`src/include/adct_pkg.sv`:
```
package adct_pkg;
  // ************************************************************
  // register map (byte addresses)
  // ************************************************************
  localparam logic [11:0] OFS_CHANNEL_CONTROL = 12'h000;
  localparam logic [11:0] OFS_FORMAT_CLOCK_REF = 12'h004;
  localparam logic [11:0] OFS_TRIGGER_SELECT = 12'h008;
  localparam logic [11:0] OFS_RESULT_UPPER = 12'h00C;
  localparam logic [11:0] OFS_RESULT_LOWER = 12'h010;
  localparam logic [11:0] OFS_STATUS = 12'h014;
  localparam logic [11:0] OFS_PWM_MASK = 12'h018;

  // ************************************************************
  // field positions and reset values
  // ************************************************************
  localparam int POS_ENABLE = 0;
  localparam int POS_GO = 1;
  localparam int POS_INSEL = 2;
  localparam int POS_PREF = 0;
  localparam int POS_CLKSEL = 4;
  localparam int POS_JUSTIFY = 7;
  localparam int POS_TRIGSEL = 4;
  localparam logic [7:0] CTRL_RESET = 8'h00;

  // ************************************************************
  // codes
  // ************************************************************
  localparam logic [3:0] TRIG_NONE = 4'h0;
  localparam logic [3:0] TRIG_PWM1_IRQ = 4'h1;
  localparam logic [3:0] TRIG_PWM2_IRQ = 4'h2;
  localparam logic [3:0] TRIG_TIMER_A = 4'h3;
  localparam logic [3:0] TRIG_TIMER_B = 4'h4;
  localparam logic [3:0] TRIG_TIMER_C = 4'h5;
  localparam logic [3:0] TRIG_COMP = 4'h6;
  localparam logic [3:0] TRIG_PWM3_IRQ = 4'h7;
  localparam logic [3:0] TRIG_PWM1_OFS = 4'h8;
  localparam logic [3:0] TRIG_PWM2_OFS = 4'h9;
  localparam logic [3:0] TRIG_PWM3_OFS = 4'hA;
  localparam logic [4:0] INSEL_EXT_LAST = 5'h03;
  localparam logic [4:0] INSEL_TEMP = 5'h1D;
  localparam logic [4:0] INSEL_DAC = 5'h1E;
  localparam logic [4:0] INSEL_FIXREF = 5'h1F;
  localparam int BIT_PERIODS = 11;
  localparam int SAMPLE_CONV_PERIODS_X2 = 23;

  typedef enum logic [1:0] {
    ST_IDLE = 2'b00,
    ST_CONV = 2'b01
  } adct_state_t;

  // analog front-end controls
  typedef struct packed {
    logic powerOn;
    logic sampleHold;
    logic [6:0] channelOneHot;
    logic [2:0] refOneHot;
    logic rcClockOn;
    logic [9:0] trialCode;
  } adct_analog_t;

  // trigger sources coming from other peripherals
  typedef struct packed {
    logic [2:0][3:0] pwmMatch;
    logic [2:0] pwmOffsetMatch;
    logic timerAOverflow;
    logic timerBOverflow;
    logic timerCPeriodMatch;
    logic comparatorSyncOut;
  } adct_trig_t;
endpackage

```
`src/design/adct_control.sv`:
```
// The register addresses and the APB register port were decided locally.
`timescale 1ns/1ns
module adct_control (
  input wire logic clk,
  input wire logic rst_n,
  input wire logic psel,
  input wire logic penable,
  input wire logic pwrite,
  input wire logic [11:0] paddr,
  input wire logic [31:0] pwdata,
  output logic [31:0] prdata,
  output logic pready,
  output logic pslverr,
  input wire adct_pkg::adct_trig_t trig,
  input wire logic rcTick,
  input wire logic compareHigh,
  output adct_pkg::adct_analog_t analog,
  output logic timerAFlagSet,
  output logic timerBFlagSet
);
  import adct_pkg::*;

  // ************************************************************
  // registers
  // ************************************************************
  logic enable;
  logic go;
  logic [4:0] inputSelect;
  logic justify;
  logic [2:0] clockSelect;
  logic [1:0] refSelect;
  logic [3:0] trigSelect;
  logic [11:0] pwmMask;
  logic doneFlag;
  logic [7:0] resultHigh;
  logic [7:0] resultLow;
  adct_state_t state;
  logic [9:0] sar;
  logic [3:0] bitIdx;
  logic [4:0] halfCount;
  logic [5:0] divCount;
  logic [1:0] rcSync;
  logic rcPrev;
  logic trigPrev;

  wire logic wrAcc = psel && penable && pwrite;
  wire logic mapped = paddr <= OFS_PWM_MASK && paddr[1:0] == 2'b00;

  // ************************************************************
  // conversion clock: half-period enable
  // ************************************************************
  logic [5:0] halfDiv;
  logic halfTick;
  always_comb begin
    unique case (clockSelect)
      3'b000: halfDiv = 6'd0;
      3'b100: halfDiv = 6'd1;
      3'b001: halfDiv = 6'd3;
      3'b101: halfDiv = 6'd7;
      3'b010: halfDiv = 6'd15;
      3'b110: halfDiv = 6'd31;
      default: halfDiv = 6'd0;
    endcase
  end

  // rc tick is asynchronous; first stage read only by second
  always_ff @(posedge clk) begin
    if (!rst_n) begin
      rcSync <= 2'b00;
      rcPrev <= 1'b0;
    end else begin
      rcSync <= {rcSync[0], rcTick};
      rcPrev <= rcSync[1];
    end
  end

  wire logic rcMode = clockSelect[1:0] == 2'b11;
  assign halfTick = rcMode ? (rcSync[1] != rcPrev) : (divCount == halfDiv);

  always_ff @(posedge clk) begin
    if (!rst_n || state == ST_IDLE || halfTick) begin
      divCount <= 6'd0;
    end else begin
      divCount <= divCount + 6'd1;
    end
  end

  // ************************************************************
  // trigger selection and edge detect
  // ************************************************************
  logic trigLevel;
  always_comb begin
    unique case (trigSelect)
      TRIG_PWM1_IRQ: trigLevel = |(trig.pwmMatch[0] & pwmMask[3:0]);
      TRIG_PWM2_IRQ: trigLevel = |(trig.pwmMatch[1] & pwmMask[7:4]);
      TRIG_PWM3_IRQ: trigLevel = |(trig.pwmMatch[2] & pwmMask[11:8]);
      TRIG_TIMER_A: trigLevel = trig.timerAOverflow;
      TRIG_TIMER_B: trigLevel = trig.timerBOverflow;
      TRIG_TIMER_C: trigLevel = trig.timerCPeriodMatch;
      TRIG_COMP: trigLevel = trig.comparatorSyncOut;
      TRIG_PWM1_OFS: trigLevel = trig.pwmOffsetMatch[0];
      TRIG_PWM2_OFS: trigLevel = trig.pwmOffsetMatch[1];
      TRIG_PWM3_OFS: trigLevel = trig.pwmOffsetMatch[2];
      default: trigLevel = 1'b0;
    endcase
  end

  always_ff @(posedge clk) begin
    if (!rst_n) begin
      trigPrev <= 1'b0;
    end else begin
      trigPrev <= trigLevel;
    end
  end
  // no acquisition wait inserted; software must allow for it
  wire logic trigStart = trigLevel && !trigPrev && enable;

  // timer flags set regardless of conversion use
  always_ff @(posedge clk) begin
    if (!rst_n) begin
      timerAFlagSet <= 1'b0;
      timerBFlagSet <= 1'b0;
    end else begin
      timerAFlagSet <= trig.timerAOverflow;
      timerBFlagSet <= trig.timerBOverflow;
    end
  end

  // ************************************************************
  // control registers
  // ************************************************************
  wire logic wrGo = wrAcc && paddr == OFS_CHANNEL_CONTROL;
  always_ff @(posedge clk) begin
    if (!rst_n) begin
      {inputSelect, enable} <= 6'h00;
      {justify, clockSelect, refSelect} <= 6'h00;
      trigSelect <= 4'h0;
      pwmMask <= 12'h000;
    end else if (wrAcc) begin
      unique case (paddr)
        OFS_CHANNEL_CONTROL: begin
          inputSelect <= pwdata[POS_INSEL +: 5];
          enable <= pwdata[POS_ENABLE];
        end
        OFS_FORMAT_CLOCK_REF: begin
          justify <= pwdata[POS_JUSTIFY];
          clockSelect <= pwdata[POS_CLKSEL +: 3];
          refSelect <= pwdata[POS_PREF +: 2];
        end
        OFS_TRIGGER_SELECT: trigSelect <= pwdata[POS_TRIGSEL +: 4];
        OFS_PWM_MASK: pwmMask <= pwdata[11:0];
        default: ;
      endcase
    end
  end

  // ************************************************************
  // conversion engine
  // ************************************************************
  wire logic finish = state == ST_CONV && halfTick && halfCount == 5'(SAMPLE_CONV_PERIODS_X2 - 1);
  wire logic abort = state == ST_CONV && wrGo && !pwdata[POS_GO];
  wire logic swStart = wrGo && pwdata[POS_GO] && pwdata[POS_ENABLE] && enable;

  // fill unconverted bits with the last decided bit
  logic [9:0] partial;
  always_comb begin
    partial = sar;
    for (int i = 0; i < 10; i++) begin
      if (i < 10 - int'(bitIdx)) begin
        partial[i] = (bitIdx == 4'd0) ? 1'b0 : sar[10 - int'(bitIdx)];
      end
    end
  end

  always_ff @(posedge clk) begin
    if (!rst_n) begin
      state <= ST_IDLE;
      go <= 1'b0;
      sar <= 10'h000;
      bitIdx <= 4'd0;
      halfCount <= 5'd0;
    end else if (state == ST_IDLE) begin
      if (swStart || trigStart) begin
        state <= ST_CONV;
        go <= 1'b1;
        sar <= 10'h200;
        bitIdx <= 4'd0;
        halfCount <= 5'd0;
      end
    end else if (abort || finish || !enable) begin
      state <= ST_IDLE;
      go <= 1'b0;
    end else if (halfTick) begin
      halfCount <= halfCount + 5'd1;
      // one bit per full period; comparator settles within a clock of trialCode
      if (halfCount[0] && bitIdx < 4'(BIT_PERIODS - 1)) begin
        sar[9 - bitIdx] <= compareHigh ? 1'b1 : 1'b0;
        if (bitIdx < 4'd9) begin
          sar[8 - bitIdx] <= 1'b1;
        end
        bitIdx <= bitIdx + 4'd1;
      end
    end
  end

  // ************************************************************
  // results and done flag
  // ************************************************************
  wire logic [9:0] stored = finish ? sar : partial;
  always_ff @(posedge clk) begin
    // results survive reset: no reset branch
    if (finish || abort) begin
      if (justify) begin
        resultHigh <= {6'h00, stored[9:8]};
        resultLow <= stored[7:0];
      end else begin
        resultHigh <= stored[9:2];
        resultLow <= {stored[1:0], 6'h00};
      end
    end else if (wrAcc && paddr == OFS_RESULT_UPPER) begin
      resultHigh <= pwdata[7:0];
    end else if (wrAcc && paddr == OFS_RESULT_LOWER) begin
      resultLow <= pwdata[7:0];
    end
  end

  // done flag: write one to clear, set wins
  always_ff @(posedge clk) begin
    if (!rst_n) begin
      doneFlag <= 1'b0;
    end else if (finish) begin
      doneFlag <= 1'b1;
    end else if (wrAcc && paddr == OFS_STATUS && pwdata[0]) begin
      doneFlag <= 1'b0;
    end
  end

  // ************************************************************
  // analog outputs
  // ************************************************************
  always_ff @(posedge clk) begin
    if (!rst_n) begin
      analog <= '0;
    end else begin
      analog.powerOn <= enable;
      analog.sampleHold <= state == ST_CONV && halfCount == 5'd0;
      analog.rcClockOn <= enable && rcMode;
      analog.trialCode <= sar;
      analog.channelOneHot <= 7'h00;
      if (inputSelect <= INSEL_EXT_LAST) begin
        analog.channelOneHot <= 7'(1) << inputSelect[1:0];
      end else if (inputSelect == INSEL_TEMP) begin
        analog.channelOneHot <= 7'h10;
      end else if (inputSelect == INSEL_DAC) begin
        analog.channelOneHot <= 7'h20;
      end else if (inputSelect == INSEL_FIXREF) begin
        analog.channelOneHot <= 7'h40;
      end
      unique case (refSelect)
        2'b00: analog.refOneHot <= 3'b001;
        2'b10: analog.refOneHot <= 3'b010;
        2'b11: analog.refOneHot <= 3'b100;
        default: analog.refOneHot <= 3'b000;
      endcase
    end
  end

  // ************************************************************
  // apb read side
  // ************************************************************
  always_ff @(posedge clk) begin
    if (!rst_n) begin
      prdata <= 32'h0000_0000;
      pready <= 1'b0;
      pslverr <= 1'b0;
    end else begin
      pready <= psel && !penable;
      pslverr <= psel && !penable && !mapped;
      prdata <= 32'h0000_0000;
      if (psel && !penable && !pwrite) begin
        unique case (paddr)
          OFS_CHANNEL_CONTROL: prdata[7:0] <= {1'b0, inputSelect, go, enable};
          OFS_FORMAT_CLOCK_REF: prdata[7:0] <= {justify, clockSelect, 2'b00, refSelect};
          OFS_TRIGGER_SELECT: prdata[7:0] <= {trigSelect, 4'h0};
          OFS_RESULT_UPPER: prdata[7:0] <= resultHigh;
          OFS_RESULT_LOWER: prdata[7:0] <= resultLow;
          OFS_STATUS: prdata[0] <= doneFlag;
          OFS_PWM_MASK: prdata[11:0] <= pwmMask;
          default: ;
        endcase
      end
    end
  end

  // ************************************************************
  // checks
  // ************************************************************
  chk_done_with_go: assert property (@(posedge clk) disable iff (!rst_n)
    finish |=> !go && doneFlag) else $error("done not set with go clear");
  chk_trig_starts: assert property (@(posedge clk) disable iff (!rst_n)
    state == ST_IDLE && trigStart |=> go) else $error("trigger edge did not start");
  chk_reserved_trig: assert property (@(posedge clk) disable iff (!rst_n)
    trigSelect > TRIG_PWM3_OFS |-> !trigLevel) else $error("reserved trigger active");
  chk_right_zero: assert property (@(posedge clk) disable iff (!rst_n)
    finish && justify |=> resultHigh[7:2] == 6'h00) else $error("upper bits not zero");
  chk_left_zero: assert property (@(posedge clk) disable iff (!rst_n)
    finish && !justify |=> resultLow[5:0] == 6'h00) else $error("lower bits not zero");
  chk_go_readback: assert property (@(posedge clk) disable iff (!rst_n)
    swStart && state == ST_IDLE |=> go [*2]) else $error("go not held");
  chk_power_off: assert property (@(posedge clk) disable iff (!rst_n)
    !enable |=> !analog.powerOn) else $error("powered while disabled");
  chk_abort_stops: assert property (@(posedge clk) disable iff (!rst_n)
    abort |=> state == ST_IDLE && !go) else $error("abort ignored");
  chk_timer_flag: assert property (@(posedge clk) disable iff (!rst_n)
    trig.timerAOverflow |=> timerAFlagSet) else $error("timer flag lost");
  chk_length: assert property (@(posedge clk) disable iff (!rst_n)
    finish && clockSelect == 3'h0 |-> $past(state, 23) == ST_IDLE && $past(state, 22) == ST_CONV)
    else $error("wrong conversion length");
endmodule // adct_control

```
`config.mk`:
```
export PLATFORM = sky130hd
export DESIGN_NAME = adct_control
export DESIGN_NICKNAME = d
export VERILOG_FILES = /design/src/include/adct_pkg.sv /design/src/design/adct_control.sv
export SDC_FILE = /design/constraint.sdc
export NUM_CORES = 1
export LEC_CHECK = 0
export BUFFER_PORTS_ARGS = -buffer_cell sky130_fd_sc_hd__buf_4
export CORE_AREA = 4 4 125 127
export CTS_CLUSTER_DIAMETER = 60
export DETAILED_ROUTE_END_ITERATION = 16
export DIE_AREA = 0 0 129 131
export HOLD_SLACK_MARGIN = 0.15
export MAX_ROUTING_LAYER = met4
export PLACE_DENSITY = 0.61
export SETUP_SLACK_MARGIN = 0.5
export SYNTH_ARGS = -nofsm -noshare
export SYNTH_HDL_FRONTEND = slang
export SYNTH_SLANG_ARGS = --single-unit
```
`constraint.sdc`:
```
create_clock -name clk -period 3 [get_ports clk]
set_input_delay 0.3 -clock clk [delete_from_list [all_inputs] [get_ports clk]]
set_output_delay 0.3 -clock clk [all_outputs]
set_load 0.05 [all_outputs]
```
==> summary.md, run 1 <==
| Metric | Value |
|---|---|
| Status | completed |
| Die Height | approximately 130 µm |
| Final Hold Violating Endpoints | 0 |
| HPWL after detailed placement | 10.8 mm |
| Critical Path AT | 2.86 ns |
| Main flop type after synthesis | dfxtp_1 |
| Routed length per instance | between 15 and 20 µm |
| Final Hold Slack | 0.181 ns |
| ANT nets after route | 0 |
| Filler Cell Count | roughly 1300 |
| TritonCTS Sinks | roughly 110 |
| Clk_skew | a little under 0.009 ns |
| Pwr Density | a little over 500 nW/µm² |
| DR DRC count | 0 |
| Worst setup SP type | flip-flop |
| Rel. slew slack | between 50% and 60% |
| Critical path fanouts, max | 8 |
| Num ports | 129 |
| Final instance area | slightly below 8000 µm² |
| Register clock-pin slew on the reported worst setup and hold paths | 0.05 ns |
| Congestion Overflow GR | 0 |
| YS warnings | 0 |
| Area growth, synth to finish | 34.1% |
| Least-Margin Pin Slew | roughly 0.75 ns |
| DRT Wirelength | about 15 mm |
| Synth area leader | dfxtp_1 |
| Final worst-path cycle share | between 80% and 90% |
| Async S/R FF share, synth | 0% |
| Clock Tree Buf Depth | 2 |
| Hold Path Sink | pwmMask[0] |
| Antenna Cells | 0 |
| Worst Hold Class | primary input to flip-flop |
| Worst reg2reg endpoint | bitIdx[3] |
| Initial antenna violation count | 0 |
| Yosys reg bits | about 110 |
| R2r setup slk | 0.48 ns |
| Synth area leaders | dfxtp_1, edfxtp_1, mux2i_1 |
| Commonest non-fill, non-tap cell in the layout | buf_4 |
| Peak supply drop | between 0.0004 and 0.0005 V |
| CP Capture Type | flip-flop |
| Chip Width | around 130 µm |
| Initial Utilization | approximately 40% |
| Syn Inst Count | ~620 |
| Vias in the first global route | between 4000 and 5000 |
| Reg-to-Reg Start | clockSelect[0] |
| Final nets | between 800 and 900 |
| Setup Crit Path Kind | flip-flop to flip-flop |
| Setup TNS | 0 ns |
| Final setup viols | 0 |
| Sequential-to-total area share from yosys stat | a little over two fifths |
| Routed via count | between 4000 and 5000 |
| Cts bufs inserted | 17 |
| EDFF count, synth | 16 |
| Maximum number of pins on one net before global-route repair | 36 |
| DIE AREA | about 17000 µm² |
| Total chip power | slightly below 0.004 W |
| Min-Delay Path Depth | 3 |
| R2R cell count | 9 |
| Post-synth top area share | between 30% and 40% |
| First-pass GRT wire length | roughly 24 mm |
| CTS tree | done |
| H-tree Lvls | 4 |
| Layout cells sized above 1 | a little under a third |
| Netlist Area Pre-Place | ~5700 µm² |
| Pleak | 3.11 nW |
| Routability congestion estimate | roughly 0.89 |
| Vias per inst | between 5 and 6 |
| CTS root buffer | clkbuf_16 |
| Drt first-iter violations | roughly 370 |
| Area of placed instances | 6620 µm² |
| RSZ-0062 raised after global routing | yes |
| First-pass DRT Iterations | 5 |
| Max Clk Rate | 398 MHz |
| Min-delay src | pwdata[0] |
| Netlist cell types | 62 |
| Clk_lat worst skew | about 0.42 ns |
| I/O Buffers | around 90 |
| MaxCap Viol Count | 0 |
| WP data required | between 3 and 4 ns |
| Core region area | 14400 µm² |
| Final Slew Violations | 0 |
| Total Routing Usage GR | a little under a fifth |
| Commonest cells after routing, fill and taps aside | buf_4, dfxtp_1, nand2_1, nor2_1, mux2i_1 |
| Syn_area_per_cell | just over 9 µm² |
| Crit path time final | about 2.5 ns |
| Standard-cell rows | 44 |
[cells by family after synthesis]
group / share of synthesized area (%)
buffers and inverters: 6.27
adders and majority gates: 4.57
AOI/OAI and AO/OA: 14.9
DFF: 42.5
muxes: 10.7
and+or+nand+nor: 19.2
xor gates and xnor gates: 1.83
other: 0.0653
[stage by stage]
stage / instances / utilization (%) / setup slack [ns]
4_1_cts: 928 / 51.9 / 0.488
3_5_place_dp: 883 / 45.9 / 0.233
6_report: 934 / 53.4 / 0.485
5_1_grt: 934 / 53.4 / 0.338
3_3_place_gp: 883 / 45.9 / 0.287
2_1_floorplan: 642 / - / 0.356
[worst max path at each step]
stage	startpoint	to	slack, ns	depth (start not counted)
detailed placement	clockSelect[1]	halfCount[4]	0.23	10
global placement	paddr[7]	sar[6]	0.29	8
CTS	clockSelect[0]	halfCount[4]	0.49	10
global route	clockSelect[0]	bitIdx[3]	0.34	10
floorplan	paddr[7]	sar[2]	0.36	9
finish	clockSelect[0]	bitIdx[3]	0.48	9
[critical path: stages, from the launching register on]
cell	delay (ns)
dfxtp_4	0.35
buf_6	0.13
ha_1	0.27
a2111oi_4	0.35
a32o_2	0.26
o2111a_1	0.23
o31ai_4	0.07
buf_6	0.15
or4_4	0.46
a31oi_1	0.15
[power by group]
group	internal (W)	switching [W]	leakage [nW]
Sequential	0.00155	0.00000141	0.940
Clock	0.00144	0.000702	0.305
Combinational	0.0000744	0.000140	1.86
[what timing repair did]
action | 4_1_cts | 5_1_grt
endpoints found under the setup margin | 48 | 40
hold endpoints to repair | 10 | 0
pin swaps | 14 | 8
setup buffers | 5 | 5
gates resized for setup | 29 | 38
hold buffers | 10 | 0
gates cloned | 0 | 1
[Yosys cell counts (16+ instances only)]
master / instances
mux2_2: 18
buf_4: 20
and2_1: 20
nor2_1: 50
inv_1: 19
nand2_1: 54
o21ai_0: 34
mux2i_1: 41
ha_1: 21
edfxtp_1: 16
a21oi_1: 37
dfxtp_1: 98
nand3_1: 36
clkbuf_1: 24
[flip-flops by register name, summed over array words and instances (netlist names), 5 cells and up]
signal,cells
analog,23
divCount,6
halfCount,5
inputSelect,5
prdata,12
pwmMask,12
resultHigh,8
resultLow,8
sar,10
[per-layer routing]
layer  track usage, %  share of wire [%]  routed length, µm
met3             4.84                6.7               1010
met2             31.3                 50               7520
met4             6.92                1.6                243
met5                -                  0                  0
met1             22.0                 42               6370
[cell type report]
type,instances,area (µm²),area share [%]
clock inverters,9,155,2.01
inverters,19,76.3,0.991
clock buffers,21,470,6.11
flip-flops and latches,114,2460,31.9
multi-input cells,458,3300,42.8
well taps,184,230,2.99
repair buffers,129,1010,13.2
No activity file was read; power rests on OpenSTA's default activity.
==> run 2: changes to the inputs <==
--- a/config.mk
+++ b/config.mk
@@ -12,7 +12,7 @@
 export DIE_AREA = 0 0 129 131
 export HOLD_SLACK_MARGIN = 0.15
 export MAX_ROUTING_LAYER = met4
-export PLACE_DENSITY = 0.61
+export PLACE_DENSITY = 0.58
 export SETUP_SLACK_MARGIN = 0.5
 export SYNTH_ARGS = -nofsm -noshare
 export SYNTH_HDL_FRONTEND = slang
==> constraint.sdc (replaced) <==
create_clock -name clk -period 2.45 [get_ports clk]
set_input_delay 0.245 -clock clk [delete_from_list [all_inputs] [get_ports clk]]
set_output_delay 0.245 -clock clk [all_outputs]
set_load 0.05 [all_outputs]
==> summary.md, run 2 (same netlist as run 1, synthesis figures left out) <==
| Metric | Value |
|---|---|
| Status | complete, but fails checks (was completed) |
| Initial Utilization | 39.8% (unchanged) |
| ANT nets after route | 0 (unchanged) |
| Commonest cells after routing, fill and taps aside | buf_4, dfxtp_1, nor2_1, nand2_1, nand3_1 (was buf_4, dfxtp_1, nand2_1, nor2_1, mux2i_1) |
| Largest registers | analog x23, prdata x12, pwmMask x12 (unchanged) |
| Area of placed instances | 6990 µm² (was 6620 µm²) |
| Critical path fanouts, max | 7 (was 8) |
| Routed via count | 5183 (was 4923) |
| CTS tree | done (unchanged) |
| I/O Buffers | 88 (unchanged) |
| Layout cells sized above 1 | 34.3% (was 30.0%) |
| Switch share | 20.9% (was 21.6%) |
| Critical Path AT | 2.82 ns (was 2.86 ns) |
| Initial antenna violation count | 0 (unchanged) |
| Max Clk Rate | 403 MHz (was 398 MHz) |
| Setup ws final | -0.0289 ns (was 0.485 ns) |
| Routability congestion estimate | 0.892 (about the same) |
| Final Slew Violations | 0 (unchanged) |
| Final setup viols | 6 (was 0) |
| HPWL after detailed placement | 11.7 mm (was 10.8 mm) |
| Max reg flops | 23 (unchanged) |
| Vias in the first global route | 5082 (was 4865) |
| Peak supply drop | 0.000468 V (was 0.000420 V) |
| Failing checks | negative setup slack |
| MaxCap Viol Count | 0 (unchanged) |
| Die Height | 131 µm (unchanged) |
| Num ports | 129 (unchanged) |
| Final instance area | 8160 µm² (was 7700 µm²) |
| Congestion Overflow GR | 0 (unchanged) |
| Clk_lat worst skew | 0.42 ns (about the same) |
| Least-Margin Pin Slew | 0.734 ns (was 0.749 ns) |
| Cts bufs inserted | 17 (unchanged) |
| Crit path time final | 2.48 ns (was 2.52 ns) |
| Final worst-path cycle share | 101% (was 83.8%) |
| Sw Pwr | 0.00103 W (was 0.000844 W) |
| Part of the power in the clock network | 55.9% (was 54.8%) |
| Core region area | 14400 µm² (unchanged) |
| TritonCTS Sinks | 114 (unchanged) |
| Pleak | 3.34 nW (was 3.11 nW) |
| Clk_skew | 0.0103 ns (was 0.00877 ns) |
| Seq pwr share | 38.4% (was 39.7%) |
| Clock Tree Buf Depth | 2 (unchanged) |
| DR DRC count | 0 (unchanged) |
| First-pass DRT Iterations | 4 (was 5) |
| Total Routing Usage GR | 19.8% (was 18.8%) |
| First-pass GRT wire length | 25.7 mm (was 24.3 mm) |
| CP Capture Type | flip-flop (unchanged) |
| H-tree Lvls | 4 (unchanged) |
| Register clock-pin slew on the reported worst setup and hold paths | 0.05 ns (about the same) |
| Final nets | 872 (was 830) |
| Routed length per instance | 16.6 µm (was 16.2 µm) |
| Vias per inst | 5.30 (was 5.27) |
| DIE AREA | 16900 µm² (unchanged) |
| Area growth, synth to finish | 42.0% (was 34.1%) |
| Antenna Cells | 0 (unchanged) |
| Final Hold Violating Endpoints | 0 (unchanged) |
| Drt first-iter violations | 349 (was 367) |
| Worst setup SP type | flip-flop (unchanged) |
| Post-layout util | 56.5% (was 53.4%) |
| Worst Hold Class | primary input to flip-flop (unchanged) |
| Commonest non-fill, non-tap cell in the layout | buf_4 (unchanged) |
| Int Power | 0.00392 W (was 0.00307 W) |
| Standard-cell rows | 44 (unchanged) |
| DRT Wirelength | 16.2 mm (was 15.1 mm) |
| Comb pwr share | 5.7% (was 5.5%) |
| Rel. slew slack | 51.1% (was 50.1%) |
| Setup Crit Path Kind | flip-flop to flip-flop (unchanged) |
| WP data required | 2.79 ns (was 3.34 ns) |
| RSZ-0062 raised after global routing | yes (unchanged) |
| CTS root buffer | clkbuf_16 (unchanged) |
| Pwr Density | 607 nW/µm² (was 508 nW/µm²) |
| Maximum number of pins on one net before global-route repair | 27 (was 36) |
| Largest register by flop count | analog (unchanged) |
| Chip Width | 129 µm (unchanged) |
-- run 2: critical path, stage by stage (launching register included) --
cell	delay (ns)
dfxtp_4	0.39
inv_4	0.05
ha_1	0.19
and3b_1	0.21
o41ai_4	0.32
a32o_2	0.26
o2111a_2	0.23
o31ai_4	0.07
buf_6	0.15
or4_1	0.39
a31oi_1	0.14
-- run 2: cell type report --
cell class	instances	area, µm²
fill	1290	6270
multi-input combinational	460	3370
sequential	114	2460
timing repair buffer	169	1350
clock buffer	24	492
tap	184	230
clock inverter	8	173
inverter	19	83.8
-- run 2: path summary, 6_finish.rpt --
path	from	end	slack (ns)	cells after the start
min reg2reg	rcSync[0]	rcSync[1]	0.43	1
max	clockSelect[1]	bitIdx[2]	-0.03	10
max reg2reg	clockSelect[1]	bitIdx[2]	-0.03	10
min	penable	pready	0.17	3
-- run 2: power groups by stage --
stage                     registers, W  logic, W  clock network (W)
final                          0.00190  0.000283            0.00276
after global routing           0.00190  0.000300            0.00291
after CTS                      0.00190  0.000277            0.00281
after detailed placement       0.00194  0.000253                  0
after global placement         0.00194  0.000250                  0
after floorplan                0.00196  0.000153                  0
-- run 2: timing repair --
| action | CTS | global route |
|---|---|---|
| cloned | 1 | 2 |
| resized for setup | 22 | 50 |
| setup endpoints to repair | 58 | 58 |
| hold endpoints to repair | 27 | 0 |
| setup buffers | 4 | 3 |
| hold buffers | 18 | 0 |
| pin swaps | 6 | 17 |
-- run 2: layer usage --
layer | global-route usage (%) | share of wire, %
met5 | - | 0
met4 | 6.98 | 2.5
met3 | 4.59 | 5.2
met2 | 32.8 | 48
met1 | 23.8 | 44
-- run 2: through the flow --
step                      instances  setup WS (ns)  power [W]  hold WS, ns  setup TNS, ns
after floorplan                 642         -0.134    0.00211        0.372         -0.939
after global placement          918        -0.0844    0.00219        0.416          -1.19
after detailed placement        918         -0.136    0.00219        0.418          -2.43
after CTS                       973        -0.0621    0.00499        0.156         -0.226
after global routing            978         -0.153    0.00511        0.194          -3.57
final                           978        -0.0289    0.00495        0.174        -0.0802
